File: src/design/sadc_pkg.sv
// Package: register map, field layout, reset values and state types of the converter control
package sadc_pkg;

  // ************************************************************
  // Register map (byte offsets on the register port)
  // ************************************************************
  localparam logic [7:0] SADC_OFS_STATUS_CONTROL = 8'h38;
  localparam logic [7:0] SADC_OFS_RESULT = 8'h39;
  localparam logic [7:0] SADC_OFS_CLOCK_SELECT = 8'h3a;

  // ************************************************************
  // Field positions
  // ************************************************************
  localparam int SADC_BIT_DONE = 7;
  localparam int SADC_BIT_IRQ_EN = 6;
  localparam int SADC_BIT_CONT = 5;
  localparam int SADC_CHSEL_LSB = 0;
  localparam int SADC_CHSEL_W = 5;
  localparam int SADC_PRESC_LSB = 5;
  localparam int SADC_PRESC_W = 3;
  localparam int SADC_BIT_CLK_SRC = 4;

  // ************************************************************
  // Reset values and codes
  // ************************************************************
  localparam logic [4:0] SADC_CHSEL_OFF = 5'h1f;
  localparam logic [4:0] SADC_CHSEL_HIGH_REF = 5'h1d;
  localparam logic [4:0] SADC_CHSEL_LOW_REF = 5'h1e;
  localparam logic [4:0] SADC_CHSEL_LAST_PIN = 5'h0e;
  localparam logic [2:0] SADC_PRESC_RESET = 3'h0;
  localparam logic SADC_CLK_SRC_RESET = 1'b0;
  localparam int SADC_NUM_PINS = 15;
  localparam int SADC_CONV_CLOCKS = 16;
  localparam int SADC_RES_W = 8;

  // ************************************************************
  // Types
  // ************************************************************
  typedef enum logic [2:0] {
    SADC_IDLE = 3'b001,
    SADC_ARM = 3'b010,
    SADC_CONV = 3'b100
  } sadc_state_t;

  typedef struct packed {
    logic [7:0] addr;
    logic [7:0] wdata;
    logic wr;
    logic rd;
  } sadc_bus_req_t;

  typedef struct packed {
    logic [SADC_NUM_PINS-1:0] port_latch;
    logic [SADC_NUM_PINS-1:0] port_dir;
    logic [SADC_NUM_PINS-1:0] pin_in;
  } sadc_port_t;

endpackage : sadc_pkg

File: src/design/sadc_ctrl.sv
// Sequencer and registers of the 8-bit successive-approximation converter control
`timescale 1ns/10ps
// Contract
// Mux routes one of fifteen channels
// Selected pin forced to converter input
// Claimed pin reads 0 or latch
// Conversion lasts sixteen converter clocks
// Control write starts on next edge
// Late write may delay start one edge
// Store result, then flag or interrupt
// Continuous mode overwrites result each conversion
// Single mode does one conversion only
// Flag set until result read
// Flag never set with interrupts enabled
// Interrupt cleared by result read or write
// Reset clears flag, interrupt, continuous enables
// Software writes zero to flag bit
// Software discards result after mid-conversion write
// Keeps running in wait, interrupt wakes
// Software powers down before wait
// Stop aborts conversion, resumes after exit
// Software allows one settling conversion
// Software avoids channel fourteen with timer clock
// Five-bit select: pins, references, power-off
// All-ones select powers off; reset value
// Three-bit prescale divides 1 to 16
// Result register updated whole
module sadc_ctrl
  import sadc_pkg::*;
#(
  parameter int RES_W = SADC_RES_W,
  parameter int CONV_CLOCKS = SADC_CONV_CLOCKS
)(
  input wire logic sys_clk,
  input wire logic rst_b,
  input wire sadc_bus_req_t bus_req,
  output logic [7:0] rdata,
  input wire logic xtal_tick,
  input wire logic stop_mode,
  input wire logic [RES_W-1:0] sar_result,
  input wire logic sar_bit,
  output logic sar_sample,
  output logic sar_step,
  output logic sar_power_on,
  output logic [SADC_CHSEL_W-1:0] selected_analog_input,
  output logic conv_irq,
  input wire sadc_port_t port,
  output logic [SADC_NUM_PINS-1:0] adc_claim,
  output logic [SADC_NUM_PINS-1:0] port_read,
  output logic [SADC_NUM_PINS-1:0] port_drive_en
);

  // ************************************************************
  // Elaboration checks
  // ************************************************************
  if (RES_W < 1 || RES_W > 8) begin : g_bad_width
    $error("RES_W must be 1 to 8");
  end
  if (CONV_CLOCKS < 2 || CONV_CLOCKS > 31) begin : g_bad_clocks
    $error("CONV_CLOCKS must be 2 to 31");
  end

  // ************************************************************
  // State
  // ************************************************************
  typedef struct packed {
    sadc_state_t st;
    logic [4:0] cnt;
    logic done_flag;
    logic irq_en;
    logic cont_en;
    logic [SADC_CHSEL_W-1:0] chsel;
    logic [SADC_PRESC_W-1:0] presc;
    logic clk_src;
    logic [RES_W-1:0] result;
    logic irq;
    logic [7:0] rdata;
    logic sample;
    logic step;
    logic pwr;
    logic [SADC_NUM_PINS-1:0] claim;
    logic [SADC_NUM_PINS-1:0] rd_pins;
    logic [SADC_NUM_PINS-1:0] drv_en;
  } sadc_ctrl_t;

  sadc_ctrl_t s_q;
  sadc_ctrl_t s_d;

  logic conv_tick;
  logic src_tick;
  logic [SADC_NUM_PINS-1:0] claim_c;
  logic [SADC_NUM_PINS-1:0] rd_c;
  logic [SADC_NUM_PINS-1:0] drv_c;

  function automatic logic sadc_hit(input sadc_bus_req_t r, input logic [7:0] ofs);
    sadc_hit = (r.addr == ofs);
  endfunction : sadc_hit

  // ************************************************************
  // Converter clock and pin claim
  // ************************************************************
  // Bus clock source ticks every cycle; crystal source is a tick input
  assign src_tick = s_q.clk_src ? 1'b1 : xtal_tick;

  sadc_clk_div u_div (
    .sys_clk(sys_clk),
    .rst_b(rst_b),
    .src_tick(src_tick),
    .clock_prescale(s_q.presc),
    .conv_tick(conv_tick)
  );

  sadc_pin_mux u_mux (
    .channel_select(s_q.chsel),
    .port(port),
    .claim(claim_c),
    .port_read(rd_c),
    .port_drive_en(drv_c)
  );

  // ************************************************************
  // Next state
  // ************************************************************
  logic wr_ctl;
  logic rd_res;
  logic powered;

  always_comb begin
    s_d = s_q;
    wr_ctl = bus_req.wr && sadc_hit(bus_req, SADC_OFS_STATUS_CONTROL);
    rd_res = bus_req.rd && sadc_hit(bus_req, SADC_OFS_RESULT);
    powered = (s_q.chsel != SADC_CHSEL_OFF);
    s_d.sample = 1'b0;
    s_d.step = 1'b0;
    s_d.claim = claim_c;
    s_d.rd_pins = rd_c;
    s_d.drv_en = drv_c;

    // Reads: data valid exactly one cycle after the strobe
    s_d.rdata = 8'h00;
    if (bus_req.rd) begin
      if (sadc_hit(bus_req, SADC_OFS_STATUS_CONTROL)) begin
        s_d.rdata[SADC_BIT_DONE] = s_q.done_flag & ~s_q.irq_en;
        s_d.rdata[SADC_BIT_IRQ_EN] = s_q.irq_en;
        s_d.rdata[SADC_BIT_CONT] = s_q.cont_en;
        s_d.rdata[SADC_CHSEL_LSB +: SADC_CHSEL_W] = s_q.chsel;
      end else if (sadc_hit(bus_req, SADC_OFS_RESULT)) begin
        s_d.rdata[RES_W-1:0] = s_q.result;
      end else if (sadc_hit(bus_req, SADC_OFS_CLOCK_SELECT)) begin
        s_d.rdata[SADC_PRESC_LSB +: SADC_PRESC_W] = s_q.presc;
        s_d.rdata[SADC_BIT_CLK_SRC] = s_q.clk_src;
      end
    end

    // Result read clears flag and interrupt; a completing conversion below wins
    if (rd_res) begin
      s_d.done_flag = 1'b0;
      s_d.irq = 1'b0;
    end

    if (bus_req.wr && sadc_hit(bus_req, SADC_OFS_CLOCK_SELECT)) begin
      s_d.presc = bus_req.wdata[SADC_PRESC_LSB +: SADC_PRESC_W];
      s_d.clk_src = bus_req.wdata[SADC_BIT_CLK_SRC];
    end

    // Sequencer
    case (s_q.st)
      SADC_IDLE: begin
      end
      SADC_ARM: begin
        // Wait for the next converter clock edge; a write just after an edge costs one
        if (conv_tick && powered) begin
          s_d.st = SADC_CONV;
          s_d.cnt = 5'h0;
          s_d.sample = 1'b1;
        end
      end
      SADC_CONV: begin
        if (conv_tick) begin
          s_d.step = 1'b1;
          if (s_q.cnt == 5'(CONV_CLOCKS - 1)) begin
            s_d.result = sar_result;
            if (s_q.irq_en) begin
              s_d.irq = 1'b1;
            end else begin
              s_d.done_flag = 1'b1;
            end
            s_d.st = s_q.cont_en ? SADC_ARM : SADC_IDLE;
          end else begin
            s_d.cnt = s_q.cnt + 5'h1;
          end
        end
      end
      default: begin
        s_d.st = SADC_IDLE;
      end
    endcase

    // Control write restarts; done flag bit of the write is ignored
    if (wr_ctl) begin
      s_d.irq_en = bus_req.wdata[SADC_BIT_IRQ_EN];
      s_d.cont_en = bus_req.wdata[SADC_BIT_CONT];
      s_d.chsel = bus_req.wdata[SADC_CHSEL_LSB +: SADC_CHSEL_W];
      s_d.irq = 1'b0;
      s_d.st = SADC_ARM;
      s_d.cnt = 5'h0;
    end

    // Powered off or stopped: abort, resume on exit from the armed state
    if (!powered || stop_mode) begin
      if (s_d.st == SADC_CONV) begin
        s_d.st = SADC_ARM;
      end
      s_d.sample = 1'b0;
      s_d.step = 1'b0;
    end
    s_d.pwr = (s_d.chsel != SADC_CHSEL_OFF) && !stop_mode;
  end

  always_ff @(posedge sys_clk or negedge rst_b) begin
    if (!rst_b) begin
      s_q <= '0;
      s_q.st <= SADC_IDLE;
      s_q.chsel <= SADC_CHSEL_OFF;
      s_q.presc <= SADC_PRESC_RESET;
      s_q.clk_src <= SADC_CLK_SRC_RESET;
    end else begin
      s_q <= s_d;
    end
  end

  // ************************************************************
  // Outputs
  // ************************************************************
  assign rdata = s_q.rdata;
  assign conv_irq = s_q.irq;
  assign sar_sample = s_q.sample;
  assign sar_step = s_q.step;
  assign sar_power_on = s_q.pwr;
  assign selected_analog_input = s_q.chsel;
  assign adc_claim = s_q.claim;
  assign port_read = s_q.rd_pins;
  assign port_drive_en = s_q.drv_en;

  // Comparator bit is consumed by the analog core's register; unused here
  logic unused_bit;
  assign unused_bit = sar_bit;

endmodule : sadc_ctrl

File: src/design/sadc_clk_div.sv
// Converter clock prescaler producing one rising-edge tick per divided period
`timescale 1ns/10ps
module sadc_clk_div
  import sadc_pkg::*;
(
  input wire logic sys_clk,
  input wire logic rst_b,
  input wire logic src_tick,
  input wire logic [SADC_PRESC_W-1:0] clock_prescale,
  output logic conv_tick
);

  typedef struct packed {
    logic [3:0] cnt;
    logic tick;
  } sadc_div_t;

  sadc_div_t s_q;
  sadc_div_t s_d;

  // Divide ratio minus one: 1, 2, 4, 8, else 16
  function automatic logic [3:0] sadc_div_last(input logic [2:0] p);
    case (p)
      3'h0: sadc_div_last = 4'h0;
      3'h1: sadc_div_last = 4'h1;
      3'h2: sadc_div_last = 4'h3;
      3'h3: sadc_div_last = 4'h7;
      default: sadc_div_last = 4'hf;
    endcase
  endfunction : sadc_div_last

  always_comb begin
    s_d = s_q;
    s_d.tick = 1'b0;
    if (src_tick) begin
      if (s_q.cnt >= sadc_div_last(clock_prescale)) begin
        s_d.cnt = 4'h0;
        s_d.tick = 1'b1;
      end else begin
        s_d.cnt = s_q.cnt + 4'h1;
      end
    end
  end

  always_ff @(posedge sys_clk or negedge rst_b) begin
    if (!rst_b) begin
      s_q <= '0;
    end else begin
      s_q <= s_d;
    end
  end

  assign conv_tick = s_q.tick;

endmodule : sadc_clk_div

File: src/design/sadc_pin_mux.sv
// Pin claim: selected channel overrides port logic, read-back per direction bit
`timescale 1ns/10ps
module sadc_pin_mux
  import sadc_pkg::*;
(
  input wire logic [SADC_CHSEL_W-1:0] channel_select,
  input wire sadc_port_t port,
  output logic [SADC_NUM_PINS-1:0] claim,
  output logic [SADC_NUM_PINS-1:0] port_read,
  output logic [SADC_NUM_PINS-1:0] port_drive_en
);

  genvar g;
  generate
    for (g = 0; g < SADC_NUM_PINS; g++) begin : g_pin
      assign claim[g] = (channel_select == 5'(g));
      // Claimed pin: direction 0 reads 0, direction 1 reads the latch
      assign port_read[g] = claim[g] ? (port.port_dir[g] & port.port_latch[g])
                                     : (port.port_dir[g] ? port.port_latch[g] : port.pin_in[g]);
      assign port_drive_en[g] = port.port_dir[g] & ~claim[g];
    end
  endgenerate

endmodule : sadc_pin_mux

File: config.mk
export PLATFORM = sky130hd
export DESIGN_NAME = sadc_ctrl
export DESIGN_NICKNAME = d
export VERILOG_FILES = /design/src/design/sadc_pkg.sv /design/src/design/sadc_ctrl.sv /design/src/design/sadc_clk_div.sv /design/src/design/sadc_pin_mux.sv
export SDC_FILE = /design/constraint.sdc
export NUM_CORES = 1
export LEC_CHECK = 0
export BUFFER_PORTS_ARGS = -buffer_cell sky130_fd_sc_hd__clkbuf_2
export CAP_MARGIN = 20
export CORE_MARGIN = 2
export CORE_UTILIZATION = 55
export DETAILED_ROUTE_END_ITERATION = 8
export MAX_ROUTING_LAYER = met4
export PLACE_DENSITY = 0.86
export SYNTH_ARGS = -nofsm -noshare
export SYNTH_HDL_FRONTEND = slang
export SYNTH_SLANG_ARGS = --single-unit
File: constraint.sdc
create_clock -name sys_clk -period 5.5 [get_ports sys_clk]
set_input_delay 0.825 -clock sys_clk [delete_from_list [all_inputs] [get_ports sys_clk]]
set_output_delay 0.825 -clock sys_clk [all_outputs]
set_load 0.03 [all_outputs]
Yosys cells after proc, flatten, opt, wreduce, memory -nomap -nowiden
Cells that the tools add are included.

Output and inout port bits: 62. Bits in registers: 90. Input bits: 76. Word-level logic and storage cells: 179.

Multiplexer cells: 67. Equality and inequality tests: 30. Bitwise gates (word level): 47. Reductions and logical operators: 13. Magnitude comparators: 1. Add/subtract/negate cells: 2.

Operators with widths (count): two-way mux 1 bit (47); equality test 5 x 4 -> 1 bit, second input constant (8); two-way mux 8 bit (4); bitwise AND 1 bit (31); equality test 8 x 6 -> 1 bit, second input constant (3); equality test 5 x 3 -> 1 bit, second input constant (4); two-way mux 4 bit (5); NOT 1 bit (16); case mux 4 bit (4 select lines) (1); equality test 5 x 2 -> 1 bit, second input constant (2); two-way mux 5 bit (2); inequality test 5 bit, second input constant (2); case mux 5 bit (2 select lines) (1); equality test 3 x 2 -> 1 bit, second input constant (3); two-way mux 3 bit (3); two-way mux 9 bit (1); case mux 3 bit (3 select lines) (1); equality test 3 x 1 -> 1 bit, second input constant (2); equality test 3 bit, second input constant (2); inequality test 3 bit, second input constant (2); adder 5 x 1 -> 5 bit, second input constant (1); equality test 5 x 1 -> 1 bit, second input constant (1); logical AND 1 bit (5); logical NOT 5 bit (1); 10 further kinds (12).

Depth between registers and ports, before layout
Gate-level depths: netlist of run 1.

Depth in word-level cells: 11. Mapped depth: 7. Gate-level depth less buffers: 7.

Cells and area by module
A second synthesis of run 1 with hierarchy kept.

Cells, all modules: 383. Area, all modules: 4312.9 sq um.

Modules (own cells, without submodules): sadc_ctrl (instances 1, area an instance 3399.5 sq um, cells an instance 254, seq. area each 2134.5 sq um); sadc_pin_mux (instances 1, area an instance 579.3 sq um, cells an instance 94, seq. area each 0.0 sq um); sadc_clk_div (instances 1, area an instance 334.1 sq um, cells an instance 35, seq. area each 125.1 sq um).

Least setup slack after synthesis of run 1
Ideal clock, no wire load.

Kind: register to register. Start: register s_q[67] in the netlist's numbering. End: register u_div.s_q[4] in the netlist's numbering. Data required time: 5.384 ns. Path slack: 3.366 ns. Arrival: 2.018 ns. Cell stages (with the launch flop): 7. Setup time: 0.116 ns. Buffers on the path: 0. Period minus slack after synthesis: 2.134 ns. Path through: dfrtp_1 -> or3_1 -> ha_1 -> nand2b_4 -> a2111oi_4 -> o22ai_1 -> o311ai_0.

Cells in the longest elaborated chain, start to end: 5. Elaborated cells on any way between the ends: 8. Those cells by class: order compare: 1; eq/ne: 3; mux: 3; reduce/logical: 1.

Ends and longest elaborated chain: start: declaration (line sadc_ctrl.sv:86) `sadc_ctrl_t s_q;`; equality test 3 x 2 -> 1 bit (tied with other cells) (line sadc_clk_div.sv:23) `case (p)`; case mux 4 bit (4 select lines) * (line sadc_clk_div.sv:23); two-way mux 4 bit * (line sadc_clk_div.sv:35) `if (src_tick) begin`; greater-or-equal comparator 4 bit * (line sadc_clk_div.sv:36) `if (s_q.cnt >= sadc_div_last(clock_prescale)) begin`; two-way mux 4 bit * (line sadc_clk_div.sv:36); end signal: assignment (line sadc_clk_div.sv:47) `s_q <= '0;`; end signal: assignment (line sadc_clk_div.sv:49) `s_q <= s_d;`; end: declaration (line sadc_clk_div.sv:18) `sadc_div_t s_q;`.

Mark *: on every way between the ends. The rest lies on a longest branch, timed or not. The select of a mux whose other input is x is not followed. A chain may end at the register's enable or synchronous reset.

Final worst setup path of run 1
Start: input bus_req[10] in the netlist's numbering. End: register s_q[75] in the netlist's numbering.

Cells in the longest elaborated chain, start to end: 2.

Ends and longest elaborated chain: start: declaration (line sadc_ctrl.sv:36) `input wire sadc_bus_req_t bus_req,`; equality test 8 x 6 -> 1 bit (line sadc_ctrl.sv:96) `sadc_hit = (r.addr == ofs);`; logical AND 1 bit (line sadc_ctrl.sv:130) `wr_ctl = bus_req.wr && sadc_hit(bus_req, SADC_OFS_STATUS_CONTROL);`.

Every way passes these cells.

==> flow_metrics.env, run 1 <==
export IMPL_run_status="completed"
export IMPL_setup_repair_after_global_routing_missed_its_margin="false"
export IMPL_path_class="input port to flop"
export IMPL_p_leak_nw=2.46
export IMPL_route_detailed_vias_per_inst=5.16
export IMPL_drc_errors=0
export IMPL_gp_congestion=0.755
export IMPL_cp_data_required_time_ns=5.73
export IMPL_vias=3006
export IMPL_final_max_slew_viol_count=0
export IMPL_ys_flop_type="sky130_fd_sc_hd__dfrtp_1"
export IMPL_die_area_um2=8410
export IMPL_critPathMaxStageDelay_ns=0.82
export IMPL_post_cts_repair_setup_buffers=0
export IMPL_number_of_drc_violations_after_detailed_routing_iteration_0=102
export IMPL_synth_top_cell_by_area="sky130_fd_sc_hd__dfrtp_1"
export IMPL_critical_path_cell_chain="clkbuf_2 -> nand2b_1 -> nor4_4 -> mux2_2"
export IMPL_drv_cap=0
export IMPL_cts_repair_resize_count=0
export IMPL_synth_edff_count=0
export IMPL_synthTopCellsByCount="sky130_fd_sc_hd__dfrtp_1 (84), sky130_fd_sc_hd__buf_4 (58), sky130_fd_sc_hd__nand2_1 (41)"
export IMPL_setup_viol_count_final=0
export IMPL_areal_power_density_over_the_cells_nw_per_um2=280
export IMPL_fin_nets=561
export IMPL_p_r_area_growth_vs_syn_pct=12.2
export IMPL_worst_pin_slew_ns=1.08
export IMPL_critical_path_peak_fanout=19
export IMPL_postRouteWirelength_um=8770
export IMPL_setup_tns_final_ns=0
export IMPL_antenna_violations_before_repair=0
export IMPL_clk_transition_reported_paths_ns=0.10
export IMPL_post_route_cells_drive_above_1_share_pct=37.9
export IMPL_min_period_ns=2.32
export IMPL_grt_first_pass_wirelength_um=14100
export IMPL_hold_viol_final=0
export IMPL_slowest_stage_cell_crit_path="sky130_fd_sc_hd__nor4_4"
export IMPL_place_port_buffers=136
export IMPL_max_slew_margin_pct=27.4
export IMPL_dpl_cell_area_um2=4540
export IMPL_synthMostInstantiatedCell="sky130_fd_sc_hd__dfrtp_1"
export IMPL_yosysSeqAreaShare_pct=53.4
export IMPL_std_cell_rows=31
export IMPL_worstSkewPairLatency_ns=0.35
export IMPL_vertical_die_dimension_um=91.7
export IMPL_gate_count_post_synth=397
export IMPL_grt_start_max_net_pins=91
export IMPL_starting_utilization_of_the_core_area_pct=57.4
export IMPL_core_region_area_um2=7370
export IMPL_synthesis_area_um2=4230
export IMPL_post_dp_hpwl_um=6600
export IMPL_cts_root_to_sink_buffers=2
export IMPL_synth_nets=480
export IMPL_hold_path_class="input port to asynchronous set/reset pin"
export IMPL_synth_area_leaders="sky130_fd_sc_hd__dfrtp_1 (50%), sky130_fd_sc_hd__buf_4 (10%), sky130_fd_sc_hd__mux2_2 (4.8%), sky130_fd_sc_hd__dfstp_2 (3.7%), sky130_fd_sc_hd__o21ai_0 (3.7%)"
export IMPL_clock_tree_from_tritoncts="built"
export IMPL_numClockSinks=90
export IMPL_stdcell_area_um2=4750
export IMPL_worstRegToRegCells=6
export IMPL_htreeDepth=3
export IMPL_routedWlPerCell_um=15.1
export IMPL_clk_root_buffer_cell="sky130_fd_sc_hd__clkbuf_8"
export IMPL_postSynthRegisterBits=90
export IMPL_numCtsBuffers=9
export IMPL_cp_top_family="simple AND/OR/NAND/NOR gates"
export IMPL_timing_critical_path_from_type="input port"
export IMPL_yosys_area_top_type_share_pct=49.7
export IMPL_gr_usage_all_layers_pct=21.9
export IMPL_postRouteAntennaNets=0
export IMPL_worst_path_stages=4
export IMPL_worst_path_buf_inv=1
export IMPL_peakVddDrop_uv=143
export IMPL_asyncSetResetFlopFracSynth_pct=100
export IMPL_max_freq_mhz=430
export IMPL_grt_ovfl_total=0
export IMPL_clock_skew_ns=0.0147
export IMPL_chipWidth_um=91.7
export IMPL_yosys_warnings=0
export IMPL_io_pins=138
export IMPL_worstSetupEndpointType="flop"
export IMPL_cts_hold_buf=0
export IMPL_num_fill_cells=612
export IMPL_first_global_vias=3013
export IMPL_timing_critical_path_arrival_ns=2.56
export IMPL_pre_repair_dr_iteration_count=5
export IMPL_post_route_period_util_pct=42.2
export IMPL_antenna_cells_inserted=0
export IMPL_synthDistinctLibCells=52
export IMPL_synth_avg_cell_area_um2=10.7
[layout make-up]
type,count,area [µm²],area share (%)
flip-flops and latches,90,2260,47.6
multi-input cells,223,1410,29.7
repair buffers,137,711,15.0
clock buffers,10,128,2.69
well taps,99,124,2.61
inverters,17,63.8,1.34
clock inverters,6,50.0,1.05
[worst register-to-register path: cells and delay by family, from the launching register on]
| kind | cells | cell delay [ns] |
|---|---|---|
| AO/OA/AOI/OAI | 3 | 0.96 |
| AND/OR/NAND/NOR | 2 | 0.53 |
| flip-flops | 1 | 0.42 |
| adder cells (fa/ha/maj) | 1 | 0.28 |
[cell usage in the layout (no fill, tap or decap), types with 2 or more instances in the layout]
master | synthesis | final
sky130_fd_sc_hd__mux2_2 | 18 | 18
sky130_fd_sc_hd__ha_1 | 7 | 7
sky130_fd_sc_hd__clkbuf_8 | 0 | 9
sky130_fd_sc_hd__nor2b_1 | 11 | 11
sky130_fd_sc_hd__clkbuf_2 | 0 | 135
sky130_fd_sc_hd__o21ai_0 | 31 | 31
sky130_fd_sc_hd__a21o_1 | 2 | 2
sky130_fd_sc_hd__clkinv_4 | 0 | 2
sky130_fd_sc_hd__or3_1 | 5 | 5
sky130_fd_sc_hd__nand4bb_1 | 2 | 2
sky130_fd_sc_hd__nand2_1 | 41 | 41
sky130_fd_sc_hd__nor3_1 | 4 | 4
sky130_fd_sc_hd__a21oi_1 | 10 | 10
sky130_fd_sc_hd__inv_6 | 0 | 2
sky130_fd_sc_hd__and3_1 | 2 | 2
sky130_fd_sc_hd__dfstp_2 | 6 | 6
sky130_fd_sc_hd__dfrtp_1 | 84 | 84
sky130_fd_sc_hd__nor3b_1 | 3 | 3
sky130_fd_sc_hd__nand3_1 | 8 | 8
sky130_fd_sc_hd__o211ai_1 | 2 | 2
sky130_fd_sc_hd__nand2b_1 | 5 | 5
sky130_fd_sc_hd__and2_1 | 9 | 9
sky130_fd_sc_hd__nor2_1 | 30 | 30
sky130_fd_sc_hd__clkinvlp_4 | 0 | 2
sky130_fd_sc_hd__mux2i_1 | 7 | 7
sky130_fd_sc_hd__inv_1 | 17 | 17
[metal layers]
layer  vias to the layer above  wire length [µm]  track usage [%]
met2                        96              4640             37.6
li1                       1446                 -                -
met5                         -                 0                -
met4                         0               191             7.71
met1                      1445              3540             25.8
met3                        19               398             4.35
[metrics by stage]
step                      instances  hold WS, ns  total power [mW]  setup WS [ns]  util (%)
final                           582        0.403              1.33           3.18      64.4
after global routing            582        0.425              1.39           2.97      64.4
after CTS                       581        0.519              1.34           3.19      64.1
after detailed placement        565        0.497             0.937           2.85      61.6
after global placement          565        0.490             0.926           2.89      61.6
after floorplan                 397        0.478             0.878           3.37         -
[registers in the layout, summed over array words and instances, names as in the netlist]
signal,flops
adc_claim,15
conv_irq,1
port_drive_en,15
port_read,15
rdata,8
s_q,23
sar_power_on,1
sar_sample,1
sar_step,1
selected_analog_input,5
u_div.conv_tick,1
u_div.s_q,4
[where the power goes]
| part | total [mW] | switching [mW] | internal [mW] | leakage [nW] |
|---|---|---|---|---|
| Clock | 0.406 | 0.237 | 0.169 | 0.0835 |
| Combinational | 0.203 | 0.123 | 0.0796 | 1.24 |
| Sequential | 0.722 | 0.0261 | 0.696 | 1.13 |
| Total | 1.33 | 0.386 | 0.944 | 2.46 |
[cells by family after synthesis]
kind of cell / synth area share, %
XOR/XNOR: 0.207
AND/OR/NAND/NOR: 16.3
flip-flops: 53.4
AO/OA/AOI/OAI: 8.34
adder cells (fa/ha/maj): 2.07
buffers and inverters: 13.2
multiplexers: 6.45
[path summary, 6_finish.rpt]
| kind | to | from | slack, ns |
|---|---|---|---|
| min in group sys_clk | s_q[58] | s_q[58] | 0.51 |
| min reg2reg | s_q[58] | s_q[58] | 0.51 |
| max in group asynchronous | selected_analog_input[3] | rst_b | 4.41 |
| max | s_q[75] | bus_req[10] | 3.18 |
| max reg2reg | u_div.s_q[4] | s_q[67] | 3.21 |
| min | port_drive_en[9] | rst_b | 0.40 |
(Power assumes the default switching activity.)
==> run 2, diff against run 1 <==
--- a/config.mk
+++ b/config.mk
@@ -8,10 +8,10 @@
 export BUFFER_PORTS_ARGS = -buffer_cell sky130_fd_sc_hd__clkbuf_2
 export CAP_MARGIN = 20
 export CORE_MARGIN = 2
-export CORE_UTILIZATION = 55
+export CORE_UTILIZATION = 51
 export DETAILED_ROUTE_END_ITERATION = 8
 export MAX_ROUTING_LAYER = met4
-export PLACE_DENSITY = 0.86
+export PLACE_DENSITY = 0.8
 export SYNTH_ARGS = -nofsm -noshare
 export SYNTH_HDL_FRONTEND = slang
 export SYNTH_SLANG_ARGS = --single-unit
==> constraint.sdc (replaced) <==
create_clock -name sys_clk -period 2.4 [get_ports sys_clk]
set_input_delay 0.36 -clock sys_clk [delete_from_list [all_inputs] [get_ports sys_clk]]
set_output_delay 0.36 -clock sys_clk [all_outputs]
set_load 0.03 [all_outputs]
==> run 2 against run 1 <==
Clock power is 130% higher. Highest routed layer unchanged. Non-clock buffer count up 4. Critical path type is now flop to flop. Worst setup slack worse by 3.0 ns. Register-to-register slack worse by 3.0 ns.
==> flow_metrics.env, run 2 (synthesis gave the netlist of run 1 again) <==
export IMPL_layout_cells_most_common_list="sky130_fd_sc_hd__clkbuf_2 (135), sky130_fd_sc_hd__dfrtp_1 (84), sky130_fd_sc_hd__nand2_1 (41), sky130_fd_sc_hd__o21ai_0 (31), sky130_fd_sc_hd__nor2_1 (30)"
export IMPL_clock_skew_ns=0.00784
export IMPL_pwr_share_comb_pct=15.3
export IMPL_setup_viol_count_final=0
export IMPL_globalRouteMet3Util_pct=4.51
export IMPL_postRouteWirelength_um=8550
export IMPL_std_cell_rows=33
export IMPL_cts_hold_buf=1
export IMPL_gp_congestion=0.778
export IMPL_grt_util_met1_pct=23.4
export IMPL_timing_critical_path_arrival_ns=2.43
export IMPL_routedWlPerCell_um=14.4
export IMPL_setup_repair_after_global_routing_missed_its_margin="false"
export IMPL_areal_power_density_over_the_cells_nw_per_um2=642
export IMPL_final_max_slew_viol_count=0
export IMPL_hold_viol_final=0
export IMPL_netSwitchingFraction_pct=29.1
export IMPL_numClockSinks=90
export IMPL_clk_root_buffer_cell="sky130_fd_sc_hd__clkbuf_8"
export IMPL_vias=2987
export IMPL_chipWidth_um=95.1
export IMPL_p_r_area_growth_vs_syn_pct=13.0
export IMPL_antenna_cells_inserted=0
export IMPL_fin_nets=565
export IMPL_number_of_drc_violations_after_detailed_routing_iteration_0=116
export IMPL_place_port_buffers=136
export IMPL_power_switching_uw=894
export IMPL_power_share_clock_pct=30.7
export IMPL_drv_cap=0
export IMPL_layoutNonFillerInstCount=592
export IMPL_timing_critical_path_from_type="flop"
export IMPL_hold_path_class="input port to flop"
export IMPL_max_slew_margin_pct=63.8
export IMPL_clk_transition_reported_paths_ns=0.09
export IMPL_drc_errors=0
export IMPL_setup_tns_final_ns=0
export IMPL_postRouteAntennaNets=0
export IMPL_worstSetupEndpointType="flop"
export IMPL_clock_tree_from_tritoncts="built"
export IMPL_post_route_cells_drive_above_1_share_pct=38.2
export IMPL_route_detailed_vias_per_inst=5.05
export IMPL_die_area_um2=9040
export IMPL_htreeDepth=3
export IMPL_grt_first_pass_wirelength_um=13600
export IMPL_first_global_vias=2902
export IMPL_power_internal_mw=2.17
export IMPL_io_pins=138
export IMPL_core_region_area_um2=8130
export IMPL_grt_start_max_net_pins=48
export IMPL_max_freq_mhz=457
export IMPL_pre_repair_dr_iteration_count=4
export IMPL_largest_register="s_q"
export IMPL_grt_ovfl_total=0
export IMPL_peakVddDrop_uv=351
export IMPL_min_period_ns=2.19
export IMPL_antenna_violations_before_repair=0
export IMPL_post_dp_hpwl_um=6560
export IMPL_place_inst=575
export IMPL_post_route_period_util_pct=91.1
export IMPL_most_common_cell_after_layout_fill_and_taps_aside="sky130_fd_sc_hd__clkbuf_2"
export IMPL_critical_path_peak_fanout=5
export IMPL_run_status="completed"
export IMPL_worstSkewPairLatency_ns=0.35
export IMPL_grt_busiest_layer="met2"
export IMPL_worst_pin_slew_ns=0.544
export IMPL_numCtsBuffers=9
export IMPL_cts_repair_resize_count=0
export IMPL_gr_layer_usage_met2_pct=35.3
export IMPL_post_cts_repair_setup_buffers=0
export IMPL_vertical_die_dimension_um=95.1
export IMPL_seq_power_share_pct=54.0
export IMPL_p_leak_nw=2.47
export IMPL_cts_root_to_sink_buffers=2
export IMPL_num_fill_cells=723
export IMPL_largest_register_ff_count=23
export IMPL_path_class="flop to flop"
export IMPL_cp_data_required_time_ns=2.65
export IMPL_gr_usage_all_layers_pct=20.1
export IMPL_starting_utilization_of_the_core_area_pct=52.0
[run 2: cell count changes in the layout (fill, tap and decap cells not counted)]
cell and change:
sky130_fd_sc_hd__clkinv_4 -1, sky130_fd_sc_hd__buf_16 -1, sky130_fd_sc_hd__dlygate4sd3_1 +1, sky130_fd_sc_hd__inv_6 +1
sky130_fd_sc_hd__buf_12 +1, sky130_fd_sc_hd__buf_4 +3
[run 2: cell type report]
class	instances	area [µm²]	area share (%)
flip-flops and latches	90	2260	47.3
multi-input cells	223	1410	29.5
repair buffers	141	736	15.4
well taps	105	131	2.75
clock buffers	10	128	2.67
inverters	17	63.8	1.33
clock inverters	6	50.0	1.05
[run 2: critical path: stages, from the launching register on]
cell and delay [ns]:
sky130_fd_sc_hd__dfrtp_1 0.42, sky130_fd_sc_hd__or3_1 0.38, sky130_fd_sc_hd__ha_1 0.27, sky130_fd_sc_hd__nand2b_4 0.15
sky130_fd_sc_hd__a2111oi_4 0.37, sky130_fd_sc_hd__o22ai_1 0.16, sky130_fd_sc_hd__o311ai_0 0.33
[run 2: layer usage]
metal  up-vias  share of wire [%]
met5         -                  0
met4         0                1.1
met3        12                6.1
met2       101                 52
met1      1426                 41
li1       1448                  -
[run 2: worst paths after layout]
path	start	endpoint	slack (ns)	depth (start not counted)
max in group asynchronous	rst_b	selected_analog_input[1]	1.16	3
min in group asynchronous	rst_b	port_drive_en[0]	0.53	2
worst min register to register	s_q[59]	s_q[59]	0.52	1
worst max register to register	s_q[67]	u_div.s_q[4]	0.21	6
worst min-delay path	port[38]	port_read[8]	0.21	3
worst max-delay path	s_q[67]	u_div.s_q[4]	0.21	6
[run 2: power groups by stage]
stage               registers, mW  logic (mW)  clock network [mW]
floorplan                    1.66       0.348                   0
global placement             1.68       0.458                   0
detailed placement           1.68       0.476                   0
CTS                          1.65       0.479               0.966
global route                 1.67       0.523                1.03
finish                       1.66       0.471               0.942
[run 2: metrics by stage]
step | utilization, % | area [µm²] | hold slack (ns) | worst slack (ns) | total power [mW]
2_1_floorplan | - | 4230 | 0.0644 | 0.266 | 2.01
3_3_place_gp | 56.5 | 4590 | 0.381 | 0.284 | 2.14
3_5_place_dp | 56.5 | 4590 | 0.379 | 0.211 | 2.16
4_1_cts | 58.8 | 4780 | 0.199 | 0.189 | 3.10
5_1_grt | 58.8 | 4780 | 0.204 | 0.00366 | 3.22
6_report | 58.8 | 4780 | 0.209 | 0.213 | 3.07
